===== src/logic/pcs_regs.svh =====
// register offsets, field positions and timing counts for the status block
`ifndef PCS_REGS_SVH
`define PCS_REGS_SVH

// register addresses on the management port
`define PCS_ADDR_CONFIG 5'h13
`define PCS_ADDR_CHIP_LINK_STATUS 5'h14

// configuration register fields
`define PCS_CFG_REPEATER_BIT 13
`define PCS_CFG_LINK_TEST_BIT 8
`define PCS_CFG_SYMBOL_MODE_BIT 4
`define PCS_CFG_SCRAMBLER_BYPASS_BIT 3
`define PCS_CFG_FIBER_BIT 2
// reserved bits 15 and 1 are held at zero
`define PCS_CFG_WRITE_MASK 16'h7ffd
`define PCS_CFG_RESET 16'h0000

// status register fields
`define PCS_STS_LINK_BIT 13
`define PCS_STS_DUPLEX_BIT 12
`define PCS_STS_SPEED_BIT 11
`define PCS_STS_AN_DONE_BIT 9
`define PCS_STS_PAGE_RCVD_BIT 8
`define PCS_STS_LOW_VOLT_BIT 2

// edges after reset release before straps are taken (sync settles)
`define PCS_STRAP_WAIT 2'h3

`endif


===== src/logic/pcs_pkg.sv =====
// types shared by the chip status block
`default_nettype none

package pcs_pkg;

  // live and event status from the transceiver core, same clock
  typedef struct packed {
    logic link_up;
    logic full_duplex;
    logic speed_100;
    logic an_complete;
    logic page_rcvd;
  } pcs_core_status_t;

  // strap pins as sampled, plus auto-negotiation enable strap and low voltage fault pin
  typedef struct packed {
    logic an_enable;
    logic repeater_sel;
    logic link_test_sel;
    logic symbol_mode_sel;
    logic scrambler_bypass_sel;
    logic fiber_sel;
    logic low_voltage;
  } pcs_pins_t;

  // management port request
  typedef struct packed {
    logic rd;
    logic wr;
    logic [4:0] addr;
    logic [15:0] wdata;
  } pcs_mgmt_req_t;

endpackage

`default_nettype wire


===== src/logic/pcs_sync2.sv =====
// two flip-flop synchroniser for asynchronous pin levels
`timescale 1ns/1ns
`default_nettype none

module pcs_sync2 #(
  parameter int WIDTH = 1
) (
  // clock and reset
  input wire logic sys_clk_in,
  input wire logic reset_n_in,
  // data
  input wire logic [WIDTH-1:0] async_in,
  output logic [WIDTH-1:0] sync_out
);

  logic [WIDTH-1:0] stage1;

  always_ff @(posedge sys_clk_in or negedge reset_n_in) begin
    if (!reset_n_in) begin
      stage1 <= '0;
      sync_out <= '0;
    end else begin
      stage1 <= async_in;
      sync_out <= stage1;
    end
  end

endmodule

`default_nettype wire


===== src/logic/pcs_chip_status.sv =====
// chip status register and strap-loaded configuration defaults
// Function
// - repeater select bit loads from first multifunction strap at reset
// - link test disable loads from config strap, zero if autoneg on
// - symbol mode bit loads from second multifunction strap at reset
// - scrambler bypass bit loads from third multifunction strap at reset
// - fiber select loads from fourth strap, zero if autoneg on
// - status link bit shows live link state, no latching
// - duplex bit shows present mode, 1 full, 0 half
// - speed bit reads 1 at 100 Mb/s, 0 at 10 Mb/s
// - autoneg complete bit latches high, mirrors standard completion bit
// - page received bit latches high when the core flags a received page
// - low voltage bit reads 1 once an undervoltage fault occurred
`timescale 1ns/1ns
`default_nettype none
`include "pcs_regs.svh"

module pcs_chip_status (
  // clock and reset
  input wire logic sys_clk_in,
  input wire logic reset_n_in,
  // pins and core status
  input wire pcs_pkg::pcs_pins_t pins_in,
  input wire pcs_pkg::pcs_core_status_t core_in,
  // management port
  input wire pcs_pkg::pcs_mgmt_req_t mgmt_in,
  output logic [15:0] rdata_out,
  output logic rd_valid_out,
  // configuration to the core
  output logic [15:0] config_out
);
  import pcs_pkg::*;

  ////////////////////////////////////////////////////////////////////////
  // pin synchronisation

  pcs_pins_t pins_s;
  logic [1:0] strap_cnt;
  logic strap_loaded;
  logic an_done;
  logic page_rcvd;
  logic low_volt;

  pcs_sync2 #(
    .WIDTH($bits(pcs_pins_t))
  ) u_sync (
    .sys_clk_in(sys_clk_in),
    .reset_n_in(reset_n_in),
    .async_in(pins_in),
    .sync_out(pins_s)
  );

  ////////////////////////////////////////////////////////////////////////
  // decoding

  wire sel_cfg = (mgmt_in.addr == `PCS_ADDR_CONFIG);
  wire sel_sts = (mgmt_in.addr == `PCS_ADDR_CHIP_LINK_STATUS);
  wire load_now = !strap_loaded && (strap_cnt == `PCS_STRAP_WAIT);
  // writes before the strap load are dropped so defaults cannot be overtaken
  wire cfg_write = mgmt_in.wr && sel_cfg && strap_loaded;
  wire sts_read = mgmt_in.rd && sel_sts;

  function automatic logic [15:0] strap_defaults(input pcs_pins_t p);
    logic [15:0] v;
    v = `PCS_CFG_RESET;
    v[`PCS_CFG_REPEATER_BIT] = p.repeater_sel;
    v[`PCS_CFG_LINK_TEST_BIT] = p.link_test_sel && !p.an_enable;
    v[`PCS_CFG_SYMBOL_MODE_BIT] = p.symbol_mode_sel;
    v[`PCS_CFG_SCRAMBLER_BYPASS_BIT] = p.scrambler_bypass_sel;
    v[`PCS_CFG_FIBER_BIT] = p.fiber_sel && !p.an_enable;
    return v;
  endfunction

  wire [15:0] next_cfg_strap = strap_defaults(pins_s);

  // reserved status bits read as zero
  logic [15:0] sts_word;
  always_comb begin
    sts_word = 16'h0000;
    sts_word[`PCS_STS_LINK_BIT] = core_in.link_up;
    sts_word[`PCS_STS_DUPLEX_BIT] = core_in.full_duplex;
    sts_word[`PCS_STS_SPEED_BIT] = core_in.speed_100;
    sts_word[`PCS_STS_AN_DONE_BIT] = an_done;
    sts_word[`PCS_STS_PAGE_RCVD_BIT] = page_rcvd;
    sts_word[`PCS_STS_LOW_VOLT_BIT] = low_volt;
  end

  wire [15:0] next_rdata = sel_sts ? sts_word :
                           sel_cfg ? config_out : 16'h0000;

  // set wins over clear-on-read for each latched bit
  wire next_an_done = core_in.an_complete || (an_done && !sts_read);
  wire next_page_rcvd = core_in.page_rcvd || (page_rcvd && !sts_read);
  wire next_low_volt = pins_s.low_voltage || (low_volt && !sts_read);

  ////////////////////////////////////////////////////////////////////////
  // strap capture and configuration register

  always_ff @(posedge sys_clk_in or negedge reset_n_in) begin
    if (!reset_n_in) begin
      strap_cnt <= 2'h0;
      strap_loaded <= 1'b0;
    end else if (!strap_loaded) begin
      strap_cnt <= strap_cnt + 2'h1;
      strap_loaded <= load_now;
    end
  end

  always_ff @(posedge sys_clk_in or negedge reset_n_in) begin
    if (!reset_n_in) begin
      config_out <= `PCS_CFG_RESET;
    end else if (load_now) begin
      config_out <= next_cfg_strap;
    end else if (cfg_write) begin
      config_out <= mgmt_in.wdata & `PCS_CFG_WRITE_MASK;
    end
  end

  ////////////////////////////////////////////////////////////////////////
  // latched status and read data

  always_ff @(posedge sys_clk_in or negedge reset_n_in) begin
    if (!reset_n_in) begin
      an_done <= 1'b0;
      page_rcvd <= 1'b0;
      low_volt <= 1'b0;
    end else begin
      an_done <= next_an_done;
      page_rcvd <= next_page_rcvd;
      low_volt <= next_low_volt;
    end
  end

  always_ff @(posedge sys_clk_in or negedge reset_n_in) begin
    if (!reset_n_in) begin
      rdata_out <= 16'h0000;
      rd_valid_out <= 1'b0;
    end else begin
      rd_valid_out <= mgmt_in.rd;
      if (mgmt_in.rd) begin
        rdata_out <= next_rdata;
      end
    end
  end

  ////////////////////////////////////////////////////////////////////////
  // assertions

  AST_REPEATER_LOAD: assert property (@(posedge sys_clk_in)
    disable iff (!reset_n_in)
    load_now |=> config_out[`PCS_CFG_REPEATER_BIT] == $past(pins_s.repeater_sel))
    else $error("repeater bit not loaded from strap");

  AST_LINK_TEST_LOAD: assert property (@(posedge sys_clk_in)
    disable iff (!reset_n_in)
    load_now |=> config_out[`PCS_CFG_LINK_TEST_BIT] ==
      ($past(pins_s.link_test_sel) && !$past(pins_s.an_enable)))
    else $error("link test default wrong");

  AST_SYMBOL_LOAD: assert property (@(posedge sys_clk_in)
    disable iff (!reset_n_in)
    load_now |=> config_out[`PCS_CFG_SYMBOL_MODE_BIT] ==
      $past(pins_s.symbol_mode_sel))
    else $error("symbol mode default wrong");

  AST_SCRAMBLER_LOAD: assert property (@(posedge sys_clk_in)
    disable iff (!reset_n_in)
    load_now |=> config_out[`PCS_CFG_SCRAMBLER_BYPASS_BIT] ==
      $past(pins_s.scrambler_bypass_sel))
    else $error("scrambler bypass default wrong");

  AST_FIBER_LOAD: assert property (@(posedge sys_clk_in)
    disable iff (!reset_n_in)
    load_now |=> config_out[`PCS_CFG_FIBER_BIT] ==
      ($past(pins_s.fiber_sel) && !$past(pins_s.an_enable)))
    else $error("fiber default wrong");

  AST_LINK_LIVE: assert property (@(posedge sys_clk_in)
    disable iff (!reset_n_in)
    sts_read |=> rd_valid_out &&
      rdata_out[`PCS_STS_LINK_BIT] == $past(core_in.link_up))
    else $error("link bit not live");

  AST_DUPLEX_LIVE: assert property (@(posedge sys_clk_in)
    disable iff (!reset_n_in)
    sts_read |=> rdata_out[`PCS_STS_DUPLEX_BIT] == $past(core_in.full_duplex))
    else $error("duplex bit wrong");

  AST_SPEED_LIVE: assert property (@(posedge sys_clk_in)
    disable iff (!reset_n_in)
    sts_read |=> rdata_out[`PCS_STS_SPEED_BIT] == $past(core_in.speed_100))
    else $error("speed bit wrong");

  AST_AN_LATCH: assert property (@(posedge sys_clk_in)
    disable iff (!reset_n_in)
    core_in.an_complete ##1 sts_read |=> rdata_out[`PCS_STS_AN_DONE_BIT])
    else $error("autoneg complete not latched");

  AST_PAGE_LATCH: assert property (@(posedge sys_clk_in)
    disable iff (!reset_n_in)
    core_in.page_rcvd |=> page_rcvd)
    else $error("page received not latched");

  AST_LOW_VOLT: assert property (@(posedge sys_clk_in)
    disable iff (!reset_n_in)
    pins_s.low_voltage |=> low_volt)
    else $error("low voltage fault not flagged");

  AST_CLEAR_ON_READ: assert property (@(posedge sys_clk_in)
    disable iff (!reset_n_in)
    sts_read && !core_in.an_complete && !core_in.page_rcvd |=>
      !an_done && !page_rcvd)
    else $error("latched bits not cleared by read");

  AST_STATUS_WRITE_IGNORED: assert property (@(posedge sys_clk_in)
    disable iff (!reset_n_in)
    mgmt_in.wr && sel_sts && strap_loaded |=> $stable(config_out))
    else $error("status write changed state");

  COV_STRAP_LOAD: cover property (@(posedge sys_clk_in)
    disable iff (!reset_n_in) load_now);
  COV_AN_READ: cover property (@(posedge sys_clk_in)
    disable iff (!reset_n_in) sts_read && an_done);
  COV_CFG_WRITE: cover property (@(posedge sys_clk_in)
    disable iff (!reset_n_in) cfg_write ##2 mgmt_in.rd && sel_cfg);

endmodule

`default_nettype wire


===== config.mk =====
export PLATFORM = sky130hd
export DESIGN_NAME = pcs_chip_status
export DESIGN_NICKNAME = d
export VERILOG_FILES = /design/src/logic/pcs_pkg.sv /design/src/logic/pcs_sync2.sv /design/src/logic/pcs_chip_status.sv
export VERILOG_INCLUDE_DIRS = /design/src /design/src/logic
export SDC_FILE = /design/constraint.sdc
export NUM_CORES = 1
export LEC_CHECK = 0
export BUFFER_PORTS_ARGS = -buffer_cell sky130_fd_sc_hd__clkbuf_2
export CORE_AREA = 10 10 65 80
export DETAILED_ROUTE_END_ITERATION = 16
export DIE_AREA = 0 0 75 90
export PLACE_DENSITY = 0.92
export SLEW_MARGIN = 20
export SYNTH_ARGS = -nofsm -noshare
export SYNTH_HDL_FRONTEND = slang
export SYNTH_SLANG_ARGS = --single-unit

===== constraint.sdc =====
create_clock -name sys_clk_in -period 3.45 [get_ports sys_clk_in]
set_clock_uncertainty 0.2 [all_clocks]
set_input_delay 0.345 -clock sys_clk_in [delete_from_list [all_inputs] [get_ports sys_clk_in]]
set_output_delay 0.345 -clock sys_clk_in [all_outputs]
set_load 0.01 [all_outputs]

Yosys cells after proc, flatten, opt, wreduce, memory -nomap -nowiden
Cells that the tools add are included.
Widths: inputs -> output; s select.
Storage, ports and cells
  register bits after elaboration: 53
  input bits: 37
  output and inout bits: 33
  logic and storage cells: 35
Operators by class
  add/sub/neg operators: 1
  eq/ne operators: 3
  mux-type cells: 5
  reduce and logical (&&, ||, !) cells: 16
Operators by type and width (number)
  $mux 16: 4
  $eq 5x5->1 const B: 2
  $logic_and 1x1->1: 9
  $logic_not 1->1: 3
  $logic_or 1x1->1: 3
  $add 2x1->2 const B: 1
  $eq 2x2->1 const B: 1
  $reduce_bool 2->1: 1
  $mux 1: 1

Depth between registers and ports, before layout
Gate-level depths: netlist of the first run.
  depth in word-level cells: 5
  mapped depth: 5
  depth with buffers taken out: 4

Modules after synthesis
From an unflattened synthesis of the first run, not the netlist that was laid out.
Unflattened totals
  cell total of the unflattened synthesis: 146
  area, all modules: 1881.8 sq um
By module, submodules not included
  pcs_chip_status: times used 1, cells each 132, area an instance 1531.5 sq um, sequential area each 875.8 sq um
  pcs_sync2: times used 1, cells each 14, area an instance 350.3 sq um, sequential area each 350.3 sq um

Least setup slack after synthesis of the first run
Ideal clock, no wire load.
  path type: input to register
  from: input mgmt_in[19] in the netlist's numbering
  to: register an_done
  setup time: 118 ps
  data arrival time: 1280 ps
  data required time: 3132 ps
  path slack: 1852 ps
  stages on the path: 3
  buffers on the path: 0
  path through: nand3b_2 > or4b_4 > a21o_1
On the way
  word-level cells in the longest chain between the ends: 5
RTL lines
  start: declaration: line pcs_chip_status.sv:26  | input wire pcs_pkg::pcs_mgmt_req_t mgmt_in,
  $eq 5x5->1 (no line)
  $logic_and 1x1->1: line pcs_chip_status.sv:61  | wire sts_read = mgmt_in.rd && sel_sts;
  $logic_not 1->1: line pcs_chip_status.sv:92  | wire next_an_done = core_in.an_complete || (an_done && !sts_read);
  $logic_and 1x1->1: line pcs_chip_status.sv:92
  $logic_or 1x1->1: line pcs_chip_status.sv:92
  net next_an_done: line pcs_chip_status.sv:92
  end signal: assignment: line pcs_chip_status.sv:128  | an_done <= next_an_done;
  end: declaration: line pcs_chip_status.sv:40  | logic an_done;
The timed path passes the listed nets, and every way through them passes these cells.
A chain may end at the register's enable or synchronous reset.

Worst setup path in the final report of the first run
  from: register strap_loaded
  to: register config_out[8]
On the way
  word-level cells in the longest chain between the ends: 3
  elaborated cells on any way between the ends: 5
  those cells by class: 1 x mux; 4 x reduce/logical
RTL lines
  start: declaration: line pcs_chip_status.sv:39  | logic strap_loaded;
  start signal: assignment: line pcs_chip_status.sv:105  | strap_loaded <= load_now;
  $logic_not 1->1
  $logic_and 1x1->1: line pcs_chip_status.sv:58  | wire load_now = !strap_loaded && (strap_cnt == `PCS_STRAP_WAIT);
  $mux 16 / $reduce_bool 2->1 (equally long branches)
  end signal: assignment: line pcs_chip_status.sv:111  | config_out <= `PCS_CFG_RESET;
  end signal: assignment: line pcs_chip_status.sv:113  | config_out <= next_cfg_strap;
  end signal: assignment: line pcs_chip_status.sv:115  | config_out <= mgmt_in.wdata & `PCS_CFG_WRITE_MASK;
  end: declaration: line pcs_chip_status.sv:30  | output logic [15:0] config_out
Parallel ways exist; a longest one is shown, timed or not.

==> results of run 1 <==
path summary, 6_finish.rpt:
path                            slack [ns]  depth (start not counted)                  to        startpoint
worst max-delay path                  1.67                          3       config_out[8]      strap_loaded
worst min-delay path                  0.02                          2             an_done        core_in[1]
worst max register to register        1.67                          3       config_out[8]      strap_loaded
worst min register to register        0.15                          0  u_sync.sync_out[0]  u_sync.stage1[0]
max in group asynchronous             1.85                          3       rdata_out[11]        reset_n_in
min in group asynchronous             0.51                          2        rdata_out[2]        reset_n_in
cells in the final DEF, fill, tap and decap left out, types with 2 or more instances in the layout:
cell type                       Yosys  final
sky130_fd_sc_hd__clkbuf_2           0     63
sky130_fd_sc_hd__conb_1             1      4
sky130_fd_sc_hd__clkbuf_1           3      2
sky130_fd_sc_hd__a221o_1            6      6
sky130_fd_sc_hd__o21ai_0            9      9
sky130_fd_sc_hd__o211ai_1           5      5
sky130_fd_sc_hd__nand3_1           14     14
sky130_fd_sc_hd__dlygate4sd3_1      0      8
sky130_fd_sc_hd__nand3b_1           2      2
sky130_fd_sc_hd__nand2_1           17     17
sky130_fd_sc_hd__a21o_1             3      3
sky130_fd_sc_hd__dfrtp_1           49     49
sky130_fd_sc_hd__a22o_1             8      8
sky130_fd_sc_hd__and2b_1            6      6
sky130_fd_sc_hd__clkbuf_8           0      5
metal layers:
metal	routed length [microns]	part of all wire (%)
met5	0	0
met2	2010	49
met3	365	8.9
met1	1670	41
met4	57	1.4
where the power goes:
group / switching [mW] / total, mW / internal (mW)
Clock: 0.178 / 0.322 / 0.143
Combinational: 0.0759 / 0.138 / 0.0623
Sequential: 0.0309 / 0.647 / 0.616
Total: 0.285 / 1.11 / 0.822
layout make-up:
cell class / instances / area share, %
Multi-Input combinational cell: 87 / 24.8
Tap cell: 40 / 2.13
Timing Repair Buffer: 72 / 17.2
Clock inverter: 1 / 0.320
Sequential cell: 49 / 52.2
Inverter: 1 / 0.160
Clock buffer: 7 / 3.25
through the flow:
step,hold slack [ns],setup WS (ns),cell area [sq um]
finish,0.0212,1.67,2350
global route,0.00989,1.57,2350
CTS,0.0167,1.66,2350
detailed placement,0.135,1.61,2180
global placement,0.132,1.62,2180
floorplan,-0.151,1.85,1880
critical path, cell delays in order (launching register included):
cell	delay, ns
sky130_fd_sc_hd__dfrtp_1	0.44
sky130_fd_sc_hd__and4b_1	0.58
sky130_fd_sc_hd__and2_4	0.32
sky130_fd_sc_hd__o211ai_1	0.11
cell families (layout without fill, tap and decap cells):
logic type	count (synthesis)	count (layout)	synth area share, %
DFF	49	49	65.8
and+or+nand+nor	49	49	16.0
AOI/OAI and AO/OA	31	31	12.6
buffers and inverters	12	81	3.62
adders and majority gates	1	1	0.671
other	1	4	0.201
xor gates and xnor gates	1	1	0.470
muxes	1	1	0.604
registers in the layout, summed over array words and instances (netlist names), 2 cells and up:
name             count
strap_cnt            2
u_sync.stage1        7
rdata_out           14
u_sync.sync_out      7
config_out          14
repair_timing:
item | 4_1_cts | 5_1_grt
setup buffers | 0 | 0
hold endpoints to repair | 23 | 0
setup endpoints to repair | 0 | 0
hold buffers | 8 | 0
==> flow_summary.json, run 1 <==
{
  "outcome": "finished, final reports clean",
  "cp-end-kind": "register",
  "min_period_ns": 1.78,
  "cts-resized-gates": 0,
  "initial_antenna_violation_count": 0,
  "cts_buffer_depth": 2,
  "worst-path-max-fanout": 15,
  "drt_first_iter_violations": 103,
  "total_of_endpoints_with_negative_setup_slack_in_the_final_report": 0,
  "floorplan.die.height_microns": 90,
  "finalNetCount": 254,
  "rsz0062_at_grt": "false",
  "nFillCells": 279,
  "postSynthRegisterBits": 49,
  "cts_tree": "done",
  "htree_num_levels": 2,
  "io_buffers": 63,
  "path_clk_slew_ns": 0.08,
  "globalRouteTotalUtil_pct": 12.8,
  "yosys_warnings": 0,
  "layout.core_utilization_pct": 63.1,
  "synth_enable_flop_cells": 0,
  "vias_per_cell": 5.23,
  "placeableCoreArea_sq_um": 3720,
  "finalWeightedCongestion": 0.766,
  "sinks_on_clock_net": 49,
  "dp_hpwl_microns": 3170,
  "worst_hold_path_type": "in -> reg",
  "setup.worst_path.class": "reg -> reg",
  "netlist_area_sq_um": 1860,
  "totalWireLength_microns": 4100,
  "timing.slew.headroom_pct": 38.7,
  "post_synthesis_average_cell_area_sq_um": 12.9,
  "multiInputGateArea_sq_um": 582,
  "power.ir.vdd_worst_uv": 215,
  "post_synth_inst_count": 145,
  "first_global_vias": 1390,
  "core.rowCount": 25,
  "finalHoldViolCount": 0,
  "distinct_cell_type_count_after_synthesis": 28,
  "timing_max_transition_violations_final": 0,
  "area.sequential_sq_um": 1230,
  "power_leakage_nw": 1.20,
  "clk_root_buffer_cell": "sky130_fd_sc_hd__clkbuf_8",
  "fin_crit_sh_pct": 51.5,
  "drt-pass1-iter-count": 4,
  "final_cells": 257,
  "ys_top_cells_by_count": "sky130_fd_sc_hd__dfrtp_1, sky130_fd_sc_hd__nand2_1, sky130_fd_sc_hd__nand3_1",
  "dr_total_vias": 1345,
  "fin_tns_setup_ns": 0,
  "tightest_slew_ns": 0.920,
  "power-per-cell-area_nw_per_um2": 471,
  "ys_top_cells_by_area": "sky130_fd_sc_hd__dfrtp_1, sky130_fd_sc_hd__a22o_1, sky130_fd_sc_hd__nand3_1",
  "post_route_cells_drive_above_1_share_pct": 35.5,
  "p_total_mw": 1.11,
  "cp.arrival_ns": 1.76,
  "flow.area_growth_from_synthesis_pct": 26.0,
  "clk-insertion-delay-late_ns": 0.30,
  "grt_max_degree": 39,
  "floorplan.io_pins": 70,
  "synthDominantAreaCellType": "sky130_fd_sc_hd__dfrtp_1",
  "worst_setup_path_start_kind": "register",
  "initial_utilization_pct": 50.1,
  "max_cap_viol_count": 0,
  "globalRoute.totalOverflow": 0,
  "seq_area_frac_synth_pct": 65.8,
  "synthDominantCellAreaShare_pct": 65.8,
  "dpl.cell_count": 241,
  "clock.fmax_mhz": 563,
  "ys_dominant_reg_cell": "sky130_fd_sc_hd__dfrtp_1",
  "wl_per_cell_microns": 16.0,
  "numCtsBuffers": 5,
  "chipWidth_microns": 75,
  "gr-usage-met2_pct": 20.6,
  "synth.most_common_cell": "sky130_fd_sc_hd__dfrtp_1",
  "antenna_violating_nets_post_route": 0,
  "n_antenna_cell": 0,
  "use_met3_pct": 5.83,
  "critPathRequiredTime_ns": 3.43,
  "globalRouteMet1Util_pct": 14.5,
  "die_area_sq_um": 6750,
  "route.detailed.drc": 0,
  "synth-async-reset-ratio_pct": 100,
  "wire_length_of_the_first_global_routing_pass_microns": 6710,
  "global_route.peak_usage_layer": "met2"
}
(Power assumes the default switching activity.)
==> inputs of run 2 (changes only) <==
CORE_AREA = 10 10 67 83   (was 10 10 65 80)
DIE_AREA = 0 0 77 93   (was 0 0 75 90)
PLACE_DENSITY = 0.87   (was 0.92)
clock period = 1.7 ns   (was 3.45 ns; I/O delays follow)
==> flow_summary.json, run 2 (same netlist as run 1, synthesis figures left out) <==
{
  "outcome": "finished, final reports clean",
  "io_buffers": 63,
  "antenna_violating_nets_post_route": 0,
  "initial_utilization_pct": 46.6,
  "cp_top_family": "simple AND/OR/NAND/NOR gates",
  "reg_top3": "config_out (14), rdata_out (14)",
  "die_area_sq_um": 7160,
  "p_switching_mw": 0.588,
  "power.sequential.fraction_pct": 53.1,
  "cp.arrival_ns": 1.45,
  "crit_path_top_delay_cell": "sky130_fd_sc_hd__dfrtp_1",
  "total_of_endpoints_with_negative_setup_slack_in_the_final_report": 0,
  "fin_tns_setup_ns": 0,
  "worst-path-max-fanout": 5,
  "power_frac_comb_pct": 13.2,
  "route.detailed.drc": 0,
  "floorplan.io_pins": 70,
  "layout_setup_ws_ns": 0.259,
  "share_clk_of_total_power_pct": 33.7,
  "cell_chain_of_the_critical_path": "ha_1 -> nor2b_1 -> nand3b_1 -> o211ai_1",
  "drt_first_iter_violations": 79,
  "pre_cts_slack_ns": 0.128,
  "totalWireLength_microns": 4660,
  "max_cap_viol_count": 0,
  "sinks_on_clock_net": 49,
  "power_leakage_nw": 1.32,
  "clk_root_buffer_cell": "sky130_fd_sc_hd__clkbuf_8",
  "power-per-cell-area_nw_per_um2": 941,
  "cts_tree": "done",
  "globalRoute.totalOverflow": 0,
  "finalHoldViolCount": 0,
  "dr_total_vias": 1433,
  "cp-end-kind": "register",
  "drt-pass1-iter-count": 4,
  "worst_setup_path_start_kind": "register",
  "path_clk_slew_ns": 0.08,
  "fin_hold_ws_ns": 0.0855,
  "clock.fmax_mhz": 694,
  "rsz0062_at_grt": "false",
  "wire_length_of_the_first_global_routing_pass_microns": 7960,
  "cts_buffer_depth": 2,
  "finalNetCount": 277,
  "initial_antenna_violation_count": 0,
  "min_period_ns": 1.44,
  "timing_max_transition_violations_final": 0,
  "critPathRequiredTime_ns": 1.71,
  "grt_max_degree": 50,
  "first_global_vias": 1508,
  "vias_per_cell": 4.84,
  "placeableCoreArea_sq_um": 4000,
  "cts-resized-gates": 0,
  "crit_buf_inv": 0,
  "wl_per_cell_microns": 15.8,
  "htree_num_levels": 2,
  "n_antenna_cell": 0,
  "power.ir.vdd_worst_uv": 602,
  "dp_hpwl_microns": 3230,
  "finalWeightedCongestion": 0.734,
  "flow.area_growth_from_synthesis_pct": 41.4,
  "post_route_cells_drive_above_1_share_pct": 33.8,
  "power.internal_mw": 1.89,
  "most-common-layout-cells": "sky130_fd_sc_hd__clkbuf_2, sky130_fd_sc_hd__dfrtp_1, sky130_fd_sc_hd__dlygate4sd3_1",
  "layout.core_utilization_pct": 65.9,
  "setup.worst_path.class": "reg -> reg",
  "p_total_mw": 2.48,
  "chipWidth_microns": 77,
  "fin_crit_sh_pct": 84.8,
  "worst_hold_path_type": "in -> reg",
  "commonest_non_fill_non_tap_cell_in_the_layout": "sky130_fd_sc_hd__clkbuf_2",
  "floorplan.die.height_microns": 93,
  "clk-insertion-delay-late_ns": 0.29,
  "numCtsBuffers": 5,
  "power.switching_fraction_pct": 23.7,
  "core.rowCount": 26,
  "globalRouteTotalUtil_pct": 13.7,
  "cpPeakStageDelay_ns": 0.37
}
[run 2: layer usage]
metal  vias to the layer above  share of wire (%)  global-route usage [%]
met2                        56                 52                    23.2
met5                         -                  0                       0
met4                         0               0.81                    4.42
met1                       680                 40                    15.8
li1                        693                  -                       -
met3                         4                7.5                    5.08
[run 2: metrics by stage]
stage	area (sq um)	instances
2_1_floorplan	1880	148
3_3_place_gp	2240	260
3_5_place_dp	2240	260
4_1_cts	2640	296
5_1_grt	2640	296
6_report	2640	296
[run 2: final timing paths]
kind	slack, ns	to	start	cells after the start
setup / recovery	0.26	config_out[8]	strap_cnt[0]	4
hold / removal	0.09	page_rcvd	mgmt_in[16]	3
setup reg to reg	0.26	config_out[8]	strap_cnt[0]	4
hold reg to reg	0.15	u_sync.sync_out[0]	u_sync.stage1[0]	0
max in group asynchronous	0.90	rdata_out[14]	reset_n_in	3
min in group asynchronous	0.19	page_rcvd	reset_n_in	3
[run 2: cell type report]
class | count | area [sq um]
Clock inverter | 1 | 30.0
Sequential cell | 49 | 1230
Timing Repair Buffer | 95 | 638
Tap cell | 56 | 70.1
Inverter | 1 | 3.75
Clock buffer | 7 | 86.3
Multi-Input combinational cell | 87 | 582
Fill cell | 309 | 1370
[run 2: tightest hold or removal path, stage by stage]
cell,delay (ns)
sky130_fd_sc_hd__clkbuf_2,0.13
sky130_fd_sc_hd__or4b_4,0.15
sky130_fd_sc_hd__a21o_1,0.10
[run 2: power groups by stage]
stage               logic, mW  registers (mW)  clock network, mW
detailed placement      0.280            1.34                  0
CTS                     0.333            1.32              0.852
global route            0.368            1.33              0.919
floorplan              0.0874            1.36                  0
global placement        0.271            1.34                  0
finish                  0.328            1.32              0.836
[run 2: timing repair]
item / in CTS / in global routing
endpoints found under the setup margin: 0 / 0
hold buffers: 28 / 0
setup buffers: 0 / 0
hold endpoints to repair: 76 / 0
